### src/logic/panel_pkg.sv
// Notes on behaviour
// - While the panel is locked no button press produces any control action.
// - A button press while locked and no light pattern is running flashes all button lights rapidly three times and does nothing else.
// - Holding the top two buttons together for 3 s while unlocked locks the panel.
// - Locking flashes all button lights and the red activity light three times rapidly.
// - Holding the top two buttons together for 3 s while locked unlocks the panel.
// - Unlocking flashes all button lights three times slowly while the activity light blinks green three times.
// - Lock and unlock requests from the host command port and the configuration software act like the gesture.
// - The reset light stays lit while the reset button is held.
// - After a 3 s hold of the reset button the reset light blinks once.
// - A confirming press that begins within 1 s of releasing the long hold restores the default configuration.
// - A successful configuration restore blinks the reset light four times.
// - A reset button already held at power-up restores the factory firmware instead of booting normally.
// - When the firmware restore completes the button lights scroll clockwise until the button is released.
package panel_pkg;

  localparam int N_BTN = 4;

  // time base
  localparam longint unsigned CLK_PERIOD_NS  = 64'd10;
  localparam longint unsigned NS_PER_MS      = 64'd1000000;
  localparam longint unsigned HOLD_MS        = 64'd3000;
  localparam longint unsigned WINDOW_MS      = 64'd1000;
  localparam longint unsigned FAST_HALF_MS   = 64'd100;
  localparam longint unsigned SLOW_HALF_MS   = 64'd400;
  localparam longint unsigned SCROLL_STEP_MS = 64'd150;

  localparam logic [31:0] HOLD_CYC   = 32'(HOLD_MS * NS_PER_MS / CLK_PERIOD_NS);
  localparam logic [31:0] WINDOW_CYC = 32'(WINDOW_MS * NS_PER_MS / CLK_PERIOD_NS);
  localparam logic [31:0] FAST_CYC   = 32'(FAST_HALF_MS * NS_PER_MS / CLK_PERIOD_NS);
  localparam logic [31:0] SLOW_CYC   = 32'(SLOW_HALF_MS * NS_PER_MS / CLK_PERIOD_NS);
  localparam logic [31:0] SCROLL_CYC = 32'(SCROLL_STEP_MS * NS_PER_MS / CLK_PERIOD_NS);

  // flash counts
  localparam logic [3:0] FLASH_PANEL   = 4'h3;
  localparam logic [3:0] FLASH_ARMED   = 4'h1;
  localparam logic [3:0] FLASH_RESTORE = 4'h4;

  // the two buttons of the lock gesture
  localparam int BTN_ON  = 0;
  localparam int BTN_OFF = 1;

  typedef enum logic [3:0] {
    S_BOOT    = 4'h0,
    S_FW      = 4'h1,
    S_SCROLL  = 4'h2,
    R_IDLE    = 4'h3,
    R_HOLD    = 4'h4,
    R_ARMED   = 4'h5,
    R_WAIT    = 4'h6,
    R_CONF    = 4'h7,
    R_RESTORE = 4'h8,
    R_BLINK   = 4'h9
  } seq_t;

  typedef enum logic [1:0] {
    P_NONE   = 2'h0,
    P_DENY   = 2'h1,
    P_LOCK   = 2'h2,
    P_UNLOCK = 2'h3
  } pat_t;

  typedef struct packed {
    seq_t             seq;
    logic             locked;
    pat_t             pat;
    logic [N_BTN-1:0] btn_prev;
    logic [N_BTN-1:0] scroll;
    logic [31:0]      step;
    logic [N_BTN-1:0] btn_led;
    logic             act_red;
    logic             act_green;
    logic             rst_led;
    logic [N_BTN-1:0] press;
    logic             cfg_req;
    logic             fw_req;
    logic             boot_done;
  } top_state_t;

  typedef struct packed {
    logic [31:0] cnt;
    logic        reached;
    logic        done;
  } hold_state_t;

  typedef struct packed {
    logic [4:0]  halves;
    logic [31:0] tmr;
    logic [31:0] half;
    logic        on;
  } flash_state_t;

endpackage

### src/logic/flash_if.sv
`timescale 1ns/10ps
interface flash_if;
  logic        start;
  logic [3:0]  flashes;
  logic [31:0] half;
  logic        on;
  logic        busy;

  modport gen
  (
    input  start,
    input  flashes,
    input  half,
    output on,
    output busy
  );

  modport ctl
  (
    output start,
    output flashes,
    output half,
    input  on,
    input  busy
  );
endinterface

### src/logic/hold_timer.sv
`timescale 1ns/10ps
module hold_timer
  import panel_pkg::*;
(
  // clock and reset
  input  wire logic        clk,
  input  wire logic        rst_n,
  // level to time
  input  wire logic        level,
  input  wire logic [31:0] limit,
  // one-cycle pulse when the level has lasted limit cycles
  output logic             done
);

  hold_state_t s_q;
  hold_state_t s_d;

  always_comb
  begin
    s_d      = s_q;
    s_d.done = 1'b0;
    if (!level)
    begin
      s_d.cnt     = 32'h0;
      s_d.reached = 1'b0;
    end
    else if (!s_q.reached)
    begin
      if (s_q.cnt >= limit - 32'h1)
      begin
        s_d.reached = 1'b1;
        s_d.done    = 1'b1;
      end
      else
      begin
        s_d.cnt = s_q.cnt + 32'h1;
      end
    end
  end

  always_ff @(posedge clk or negedge rst_n)
  begin
    if (!rst_n)
      s_q <= '0;
    else
      s_q <= s_d;
  end

  assign done = s_q.done;

endmodule

### src/logic/flash_gen.sv
`timescale 1ns/10ps
module flash_gen
  import panel_pkg::*;
(
  // clock and reset
  input  wire logic clk,
  input  wire logic rst_n,
  // control side
  flash_if.gen      fl
);

  flash_state_t s_q;
  flash_state_t s_d;

  // a new start restarts the pattern, so a later pattern overrides a running one
  always_comb
  begin
    s_d = s_q;
    if (fl.start)
    begin
      s_d.halves = {fl.flashes, 1'b0};
      s_d.half   = fl.half;
      s_d.tmr    = fl.half;
      s_d.on     = 1'b1;
    end
    else if (s_q.halves != 5'h0)
    begin
      if (s_q.tmr <= 32'h1)
      begin
        s_d.halves = s_q.halves - 5'h1;
        s_d.tmr    = s_q.half;
        s_d.on     = (s_q.halves != 5'h1) && !s_q.on;
      end
      else
      begin
        s_d.tmr = s_q.tmr - 32'h1;
      end
    end
  end

  always_ff @(posedge clk or negedge rst_n)
  begin
    if (!rst_n)
      s_q <= '0;
    else
      s_q <= s_d;
  end

  assign fl.on   = s_q.on;
  assign fl.busy = (s_q.halves != 5'h0);

endmodule

### src/logic/panel_lockout_reset_sequencer.sv
`timescale 1ns/10ps
module panel_lockout_reset_sequencer
  import panel_pkg::*;
#(
  parameter logic [31:0] HOLD_CYCLES   = HOLD_CYC,
  parameter logic [31:0] WINDOW_CYCLES = WINDOW_CYC,
  parameter logic [31:0] FAST_CYCLES   = FAST_CYC,
  parameter logic [31:0] SLOW_CYCLES   = SLOW_CYC,
  parameter logic [31:0] SCROLL_CYCLES = SCROLL_CYC
)
(
  // clock and reset
  input  wire logic             CLK_SYS,
  input  wire logic             RST_N,
  // panel buttons, high while pressed, clockwise order
  input  wire logic [N_BTN-1:0] BTN,
  input  wire logic             RESET_BTN,
  // backlight wishes of the application while idle
  input  wire logic [N_BTN-1:0] LED_REQ,
  // lock requests, one-cycle pulses
  input  wire logic             HOST_LOCK,
  input  wire logic             HOST_UNLOCK,
  input  wire logic             CFG_LOCK,
  input  wire logic             CFG_UNLOCK,
  // restore engines
  input  wire logic             CFG_RESTORE_DONE,
  input  wire logic             CFG_RESTORE_OK,
  input  wire logic             FW_RESTORE_DONE,
  output logic                  CFG_RESTORE_REQ,
  output logic                  FW_RESTORE_REQ,
  output logic                  BOOT_DONE,
  // accepted button presses
  output logic [N_BTN-1:0]      BTN_PRESS,
  output logic                  LOCKED,
  // indicators
  output logic [N_BTN-1:0]      BTN_LED,
  output logic                  ACT_LED_RED,
  output logic                  ACT_LED_GREEN,
  output logic                  RESET_INDICATOR
);

  top_state_t s_q;
  top_state_t s_d;

  logic       gesture_done;
  logic       hold_done;
  logic       window_done;
  logic       operating;
  logic       gesture;

  flash_if pfl();
  flash_if rfl();

  //////////////////////////////////////////////////////////////////////////////
  // timers and flash generators

  assign gesture   = BTN[BTN_ON] && BTN[BTN_OFF];
  assign operating = (s_q.seq != S_BOOT) && (s_q.seq != S_FW) && (s_q.seq != S_SCROLL);

  hold_timer u_gesture
  (
    .clk   (CLK_SYS),
    .rst_n (RST_N),
    .level (gesture && operating),
    .limit (HOLD_CYCLES),
    .done  (gesture_done)
  );

  hold_timer u_reset_hold
  (
    .clk   (CLK_SYS),
    .rst_n (RST_N),
    .level (RESET_BTN && (s_q.seq == R_HOLD)),
    .limit (HOLD_CYCLES),
    .done  (hold_done)
  );

  hold_timer u_window
  (
    .clk   (CLK_SYS),
    .rst_n (RST_N),
    .level (s_q.seq == R_WAIT),
    .limit (WINDOW_CYCLES),
    .done  (window_done)
  );

  flash_gen u_panel_flash
  (
    .clk   (CLK_SYS),
    .rst_n (RST_N),
    .fl    (pfl.gen)
  );

  flash_gen u_reset_flash
  (
    .clk   (CLK_SYS),
    .rst_n (RST_N),
    .fl    (rfl.gen)
  );

  //////////////////////////////////////////////////////////////////////////////
  // next state

  always_comb
  begin
    logic [N_BTN-1:0] edges;
    logic             lock_req;
    logic             unlock_req;
    edges       = '0;
    lock_req    = 1'b0;
    unlock_req  = 1'b0;
    s_d         = s_q;
    s_d.press   = '0;
    s_d.cfg_req = 1'b0;
    s_d.fw_req  = 1'b0;
    pfl.start   = 1'b0;
    pfl.flashes = FLASH_PANEL;
    pfl.half    = FAST_CYCLES;
    rfl.start   = 1'b0;
    rfl.flashes = FLASH_ARMED;
    rfl.half    = FAST_CYCLES;

    edges        = BTN & ~s_q.btn_prev;
    s_d.btn_prev = BTN;

    // panel lockout
    if (operating)
    begin
      lock_req   = (gesture_done && !s_q.locked) || HOST_LOCK || CFG_LOCK;
      unlock_req = (gesture_done && s_q.locked) || HOST_UNLOCK || CFG_UNLOCK;
      // lock wins when both kinds of request meet in one cycle
      if (lock_req && !s_q.locked)
      begin
        s_d.locked = 1'b1;
        s_d.pat    = P_LOCK;
        pfl.start  = 1'b1;
      end
      else if (unlock_req && !lock_req && s_q.locked)
      begin
        s_d.locked = 1'b0;
        s_d.pat    = P_UNLOCK;
        pfl.half   = SLOW_CYCLES;
        pfl.start  = 1'b1;
      end
      else if (s_q.locked && (|edges) && !pfl.busy)
      begin
        // a running pattern is not restarted, so a held gesture cannot stutter it
        s_d.pat   = P_DENY;
        pfl.start = 1'b1;
      end
      if (!s_q.locked)
        s_d.press = edges;
    end

    // reset button sequences
    unique case (s_q.seq)
      S_BOOT:
      begin
        if (RESET_BTN)
        begin
          s_d.seq    = S_FW;
          s_d.fw_req = 1'b1;
        end
        else
        begin
          s_d.seq       = R_IDLE;
          s_d.boot_done = 1'b1;
        end
      end
      S_FW:
      begin
        if (FW_RESTORE_DONE)
        begin
          s_d.seq    = S_SCROLL;
          s_d.scroll = {{(N_BTN-1){1'b0}}, 1'b1};
          s_d.step   = 32'h0;
        end
      end
      S_SCROLL:
      begin
        if (!RESET_BTN)
        begin
          s_d.seq       = R_IDLE;
          s_d.scroll    = '0;
          s_d.boot_done = 1'b1;
        end
        else if (s_q.step >= SCROLL_CYCLES - 32'h1)
        begin
          s_d.step   = 32'h0;
          s_d.scroll = {s_q.scroll[N_BTN-2:0], s_q.scroll[N_BTN-1]};
        end
        else
        begin
          s_d.step = s_q.step + 32'h1;
        end
      end
      R_IDLE:
      begin
        if (RESET_BTN)
          s_d.seq = R_HOLD;
      end
      R_HOLD:
      begin
        if (!RESET_BTN)
          s_d.seq = R_IDLE;
        else if (hold_done)
        begin
          s_d.seq   = R_ARMED;
          rfl.start = 1'b1;
        end
      end
      R_ARMED:
      begin
        if (!RESET_BTN)
          s_d.seq = R_WAIT;
      end
      R_WAIT:
      begin
        if (RESET_BTN)
          s_d.seq = R_CONF;
        else if (window_done)
          s_d.seq = R_IDLE;
      end
      R_CONF:
      begin
        // restore starts on the release, so a press that is held on is not a confirm yet
        if (!RESET_BTN)
        begin
          s_d.seq     = R_RESTORE;
          s_d.cfg_req = 1'b1;
        end
      end
      R_RESTORE:
      begin
        if (CFG_RESTORE_DONE)
        begin
          if (CFG_RESTORE_OK)
          begin
            s_d.seq     = R_BLINK;
            rfl.flashes = FLASH_RESTORE;
            rfl.start   = 1'b1;
          end
          else
          begin
            s_d.seq = R_IDLE;
          end
        end
      end
      R_BLINK:
      begin
        if (!rfl.busy)
          s_d.seq = R_IDLE;
      end
      default:
      begin
        s_d.seq = R_IDLE;
      end
    endcase

    // indicators
    if (s_q.seq == S_SCROLL)
      s_d.btn_led = s_q.scroll;
    else if (pfl.busy)
      s_d.btn_led = {N_BTN{pfl.on}};
    else
      s_d.btn_led = LED_REQ;
    s_d.act_red   = pfl.on && (s_q.pat == P_LOCK);
    s_d.act_green = pfl.on && (s_q.pat == P_UNLOCK);
    // a blink while held shows as a short dark gap in the steady light
    s_d.rst_led   = RESET_BTN ^ rfl.on;
  end

  always_ff @(posedge CLK_SYS or negedge RST_N)
  begin
    if (!RST_N)
    begin
      s_q     <= '0;
      s_q.seq <= S_BOOT;
      s_q.pat <= P_NONE;
    end
    else
    begin
      s_q <= s_d;
    end
  end

  //////////////////////////////////////////////////////////////////////////////
  // outputs

  assign CFG_RESTORE_REQ = s_q.cfg_req;
  assign FW_RESTORE_REQ  = s_q.fw_req;
  assign BOOT_DONE       = s_q.boot_done;
  assign BTN_PRESS       = s_q.press;
  assign LOCKED          = s_q.locked;
  assign BTN_LED         = s_q.btn_led;
  assign ACT_LED_RED     = s_q.act_red;
  assign ACT_LED_GREEN   = s_q.act_green;
  assign RESET_INDICATOR       = s_q.rst_led;

endmodule

### config.mk
export PLATFORM = sky130hd
export DESIGN_NAME = panel_lockout_reset_sequencer
export DESIGN_NICKNAME = d
export VERILOG_FILES = /design/src/logic/panel_pkg.sv /design/src/logic/flash_if.sv /design/src/logic/hold_timer.sv /design/src/logic/flash_gen.sv /design/src/logic/panel_lockout_reset_sequencer.sv
export SDC_FILE = /design/constraint.sdc
export NUM_CORES = 1
export LEC_CHECK = 0
export ABC_AREA = 1
export BUFFER_PORTS_ARGS = -buffer_cell sky130_fd_sc_hd__buf_2
export CAP_MARGIN = 0
export CORE_MARGIN = 1.5
export CORE_UTILIZATION = 50
export DETAILED_ROUTE_END_ITERATION = 16
export PLACE_DENSITY = 0.69
export REMOVE_ABC_BUFFERS = 1
export SLEW_MARGIN = 20
export SYNTH_ARGS = -nofsm -noshare
export SYNTH_HDL_FRONTEND = slang
export SYNTH_SLANG_ARGS = --single-unit
### constraint.sdc
create_clock -name CLK_SYS -period 3.2 [get_ports CLK_SYS]
set_input_delay 0.48 -clock CLK_SYS [delete_from_list [all_inputs] [get_ports CLK_SYS]]
set_output_delay 0.48 -clock CLK_SYS [all_outputs]
set_load 0.02 [all_outputs]
* After elaboration in Yosys (flattened, before gate mapping)
Cells that the tools add are included.
Storage, ports and cells: bits in registers 272, latch bits 0, RAM bits 0, bits in read-only memories 0, input port bits 18, output and inout port bits 15, word-level logic and storage cells 206, memories kept 0
Operators by class: $add $sub $neg 8, multipliers 0, divide/modulo/power cells 0, magnitude comparators 6, equal/unequal tests 32, shifts and indexed selects 0, multiplexer cells 76, bitwise gates (word level) 4, reductions and logical operators 49
Operator list (number):
- two-way mux 32 bit | 7
- two-way mux 37 bit | 4
- adder 32 x 1 -> 32 bit, second input constant | 4
- two-way mux 34 bit | 3
- two-way mux 33 bit | 3
- two-way mux 26 bit | 3
- two-way mux 4 bit | 18
- case mux 36 bit (2 select lines) | 1
- >= comparator 32 x 29 -> 1 bit, second input constant | 2
- less-or-equal comparator 32 x 1 -> 1 bit, second input constant | 2
- subtractor 32 x 1 -> 32 bit, second input constant | 2
- case mux 4 bit (10 select lines) | 1
- two-way mux 36 bit | 1
- >= comparator 32 x 24 -> 1 bit, second input constant | 1
- >= comparator 32 x 27 -> 1 bit, second input constant | 1
- != test 2 bit, second input constant | 14
- two-way mux 1 bit | 22
- == test 4 x 3 -> 1 bit, second input constant | 4
- logical AND 1 bit | 16
- AND reduction 2 bit | 8
- two-way mux 2 bit | 6
- two-way mux 3 bit | 4
- nonzero test 2 bit | 6
- two-way mux 5 bit | 2
- 25 further kinds | 40

* Logic depth before layout (Yosys ltp)
depth in word-level cells 12, mapped depth 15, depth with buffers taken out 14

* By module
Synthesis repeated with hierarchy kept, for this count alone.
Second synthesis, totals: cell total of the unflattened synthesis 3501, area total of the unflattened synthesis 23239.8 µm²
By module, submodules not included:
- flash_gen | instances 2, cells an instance 646, area each 4282.9 µm², sequential area each 1751.7 µm²
- hold_timer (u_gesture ...) | instances 2, cells an instance 594, area each 3793.6 µm², sequential area each 850.8 µm²
- hold_timer (u_window) | instances 1, cells an instance 594, area each 3817.4 µm², sequential area each 850.8 µm²
- panel_lockout_reset_sequencer | instances 1, cells an instance 427, area each 3269.4 µm², sequential area each 1526.5 µm²

* Least setup slack after synthesis
OpenSTA, ideal clock, no wires.
path kind reg2reg, start register u_window.s_q[2] (netlist bit), end register u_window.s_q[12] (netlist bit), library setup time 0.065 ns, arrival 1.731 ns, data required time 3.135 ns, slack 1.403 ns, stages on the path, launching flop included 16, buffers on the path 1, period minus slack after synthesis 1.797 ns, cell sequence dfrtp_1 > ha_1 > nand2_1 > inv_1 > nand2_1 > inv_1 > nand2_1 > inv_2 > nand2_1 > nand2_1 > nand2_1 > nand3_2 > nand2_2 > buf_2 > nand3_1 > nand2_1
On the way: longest elaborated chain between the ends 4, elaborated cells on any way between the ends 7, classes of those cells add/sub (1); order compare (1); eq/ne (1); mux (3); reduce/logical (1)
RTL lines:
- start, declared | line hold_timer.sv:15 | hold_state_t s_q;
- start signal, assigned | line hold_timer.sv:44 | s_q <= '0;
- start signal, assigned | line hold_timer.sv:46 | s_q <= s_d;
- adder 32 x 1 -> 32 bit | line hold_timer.sv:36 | s_d.cnt = s_q.cnt + 32'h1;
- two-way mux 32 bit | line hold_timer.sv:29 | if (s_q.cnt >= limit - 32'h1)
- two-way mux 34 bit | line hold_timer.sv:27 | else if (!s_q.reached)
- two-way mux 33 bit | line hold_timer.sv:22 | if (!level)
Several ways; a longest one is shown, not always the timed one. The select of a mux whose other input is x is not followed. A chain may end at the register's enable or synchronous reset.

* Worst setup path in the final report
start register u_window.s_q[2] (netlist bit), end register u_window.s_q[14] (netlist bit)
Same word-level chain as after synthesis.

==> metrics.txt <==
drt first pass iters 5; pin count of the biggest net entering global routing 73; post-synthesis sequential area ratio 39.6%; Rel. slew slack 55.6%; RSZ-0062 raised after global routing false; synth cell count leaders nand2_1, nor2_1, nand3_1; initial core utilization 50.5%; Leak 7.96 nW; Setup crit end kind register; Least-Margin Pin Slew 0.664 ns; max cap viols 0; HPWL Detailed 27.7 mm; CTS root buf clkbuf_16; total CTS buffers 28; register area 0.00608 mm2; startpoint types register; Critical Path AT 3.12 ns; ys async rst share 100%; placed cells 2672; Die Y 178 um; FP Rows 64; Yosys reg bits 243; CTS sink count 243; most common cell in the netlist nand2_1; Peak VDD IR 0.000457 V; crit path time final 2.66 ns; vias per cell 5.30; Routed Antenna Nets 0; hold buffers post-CTS 1; syn avg cell area 6.70 um2; Via Count 14500; Clk Latency, worst-skew pair 0.56 ns; first-pass GRT wire length 66.0 mm; P&R area growth vs syn 9.28%; GRT Overall Usage 25.0%; Cells after Synth 2293; Worst Setup Path Type register to register; initial antenna violation count 1; wire length after detailed routing 38.5 mm; Yosys top cell area share 39.6%; vias in the first global route 13900; worst min path class input port to register; area of the multi-input gates 0.00792 mm2; DIE WIDTH 178 um; Psw 3.98 mW; initial drt markers 1014; Crit path required time 3.66 ns; H-tree depth 1; yosys warns 0; Port Buf Inserts 32; crit share post-route 83.0%; TNS Setup 0 ns; CP max FO 33; Clk pwr share 32.0%; CTS tree built; leading area contributor after synthesis dfrtp_1; final setup violation count 0; Max Fclk 377 MHz; Gates resized, CTS repair 0; DRC Markers 0; Sw Share 37.6%; Cell variety after synth 45; total grt overflow 0; clock-pin slew on the worst setup and hold paths 0.06 ns; share of cells above drive strength 1 6.27%; fin cells 2725; Max Root-Sink Buffers 3; Max Slew Vio Count 0; Comb power frac 30.3%; RePlAce Congestion 0.955; I/O Pins 33; core area 0.0304 mm2; cell area after synthesis 0.0154 mm2; final hold violations 0; die area 0.0318 mm2; Post-synth EDFFs 0; fin nets 2339; post-CTS setup buffer count 0; Synth Flop Type dfrtp_1; Flop pwr share 37.7%; detailed-route wire length per cell 14.1 um; status completed; top cells by area, synth dfrtp_1, nand2_1, nor2_1; cell-internal power 6.60 mW; Fillers 2982; power per standard cell area 630 mW/mm2; clock skew 0.0131 ns
-- worst paths after layout --
kind,start,endpoint,slack (ns),cells after the start
max in group asynchronous,RST_N,u_gesture.s_q[16]$_DFFE_PN0P_,1.95,3
worst max register to register,u_window.s_q[2]$_DFFE_PN0P_,u_window.s_q[14]$_DFFE_PN0P_,0.54,14
min in group asynchronous,RST_N,u_panel_flash.s_q[53]$_DFFE_PN0P_,0.46,2
worst min register to register,s_q[42]$_DFFE_PN0P_,s_q[42]$_DFFE_PN0P_,0.47,2
worst min-delay path,BTN[2],s_q[52]$_DFF_PN0_,0.06,1
worst max-delay path,u_window.s_q[2]$_DFFE_PN0P_,u_window.s_q[14]$_DFFE_PN0P_,0.54,14
-- stage by stage --
step	setup slack, ns	hold WS [ns]	power [mW]	util (%)	area (um2)
after floorplan	0.442	0.184	6.22	-	15000
final	0.544	0.0551	10.6	55.2	16800
after global placement	0.745	0.449	7.13	51.9	15800
after CTS	0.614	0.0300	10.7	55.2	16800
after global routing	0.259	0.0390	11.3	55.2	16800
after detailed placement	0.619	0.453	7.23	51.9	15800
-- per-layer routing --
layer	vias to the layer above	global-route usage (%)	wire length, um
met5	-	0	0
met4	0	6.67	889
met3	58	3.30	1670
met2	341	43.0	18200
met1	6765	33.1	17700
li1	7287	-	-
-- area by class of cell --
type,instances,share of cell area [%]
Multi-Input combinational cell,1724,47.2
Sequential cell,243,36.2
Inverter,258,5.77
Clock buffer,40,4.87
Tap cell,396,2.95
Timing Repair Buffer,52,2.07
Clock inverter,11,0.954
Antenna cell,1,0.0149
-- power groups by stage --
stage / registers (mW) / logic [mW] / clock network [mW]
floorplan: 3.98 / 2.24 / 0
global placement: 4.02 / 3.12 / 0
detailed placement: 4.02 / 3.21 / 0
CTS: 3.98 / 3.21 / 3.47
global route: 4.04 / 3.68 / 3.59
finish: 3.98 / 3.21 / 3.38
-- flip-flops by register name, summed over array words and instances, names as in the netlist --
register,count
s_q,46
u_panel_flash.s_q,40
u_reset_flash.s_q,38
u_gesture.s_q,33
u_reset_hold.s_q,33
u_window.s_q,33
BTN_LED,4
BTN_PRESS,4
ACT_LED_GREEN,1
ACT_LED_RED,1
BOOT_DONE,1
CFG_RESTORE_REQ,1
FW_RESTORE_REQ,1
LOCKED,1
RESET_INDICATOR,1
u_gesture.done,1
u_panel_flash.fl.on,1
u_reset_flash.fl.on,1
u_reset_hold.done,1
u_window.done,1
-- logic make-up after synthesis --
| kind of cell | synth area share (%) |
|---|---|
| flops | 39.6 |
| simple gates | 41.3 |
| xor+xnor | 4.10 |
| buf+inv | 8.88 |
| fa+ha+maj | 1.14 |
| compound gates | 4.96 |
-- placed cells by master (no fill, tap or decap), drive strengths merged, types with 40 or more instances in the layout --
cell type    n
dfrtp      243
inv        257
clkbuf      40
o21ai       80
buf         51
nor2       459
nand2      643
nand3      250
xor2        56
nor3        69
nand4       45
-- worst max-delay path, stage by stage, from the launching register on --
cell     delay (ns)
dfrtp_1        0.40
ha_1           0.24
nand2_1        0.09
inv_1          0.06
nand2_1        0.12
inv_1          0.09
nand2_1        0.12
inv_2          0.07
nand2_1        0.06
nand2_1        0.05
nand2_1        0.09
nand3_2        0.32
nand2_2        0.64
nand2_1        0.10
o21ai_1        0.11
Note: power is estimated with default switching activity, not from simulation.
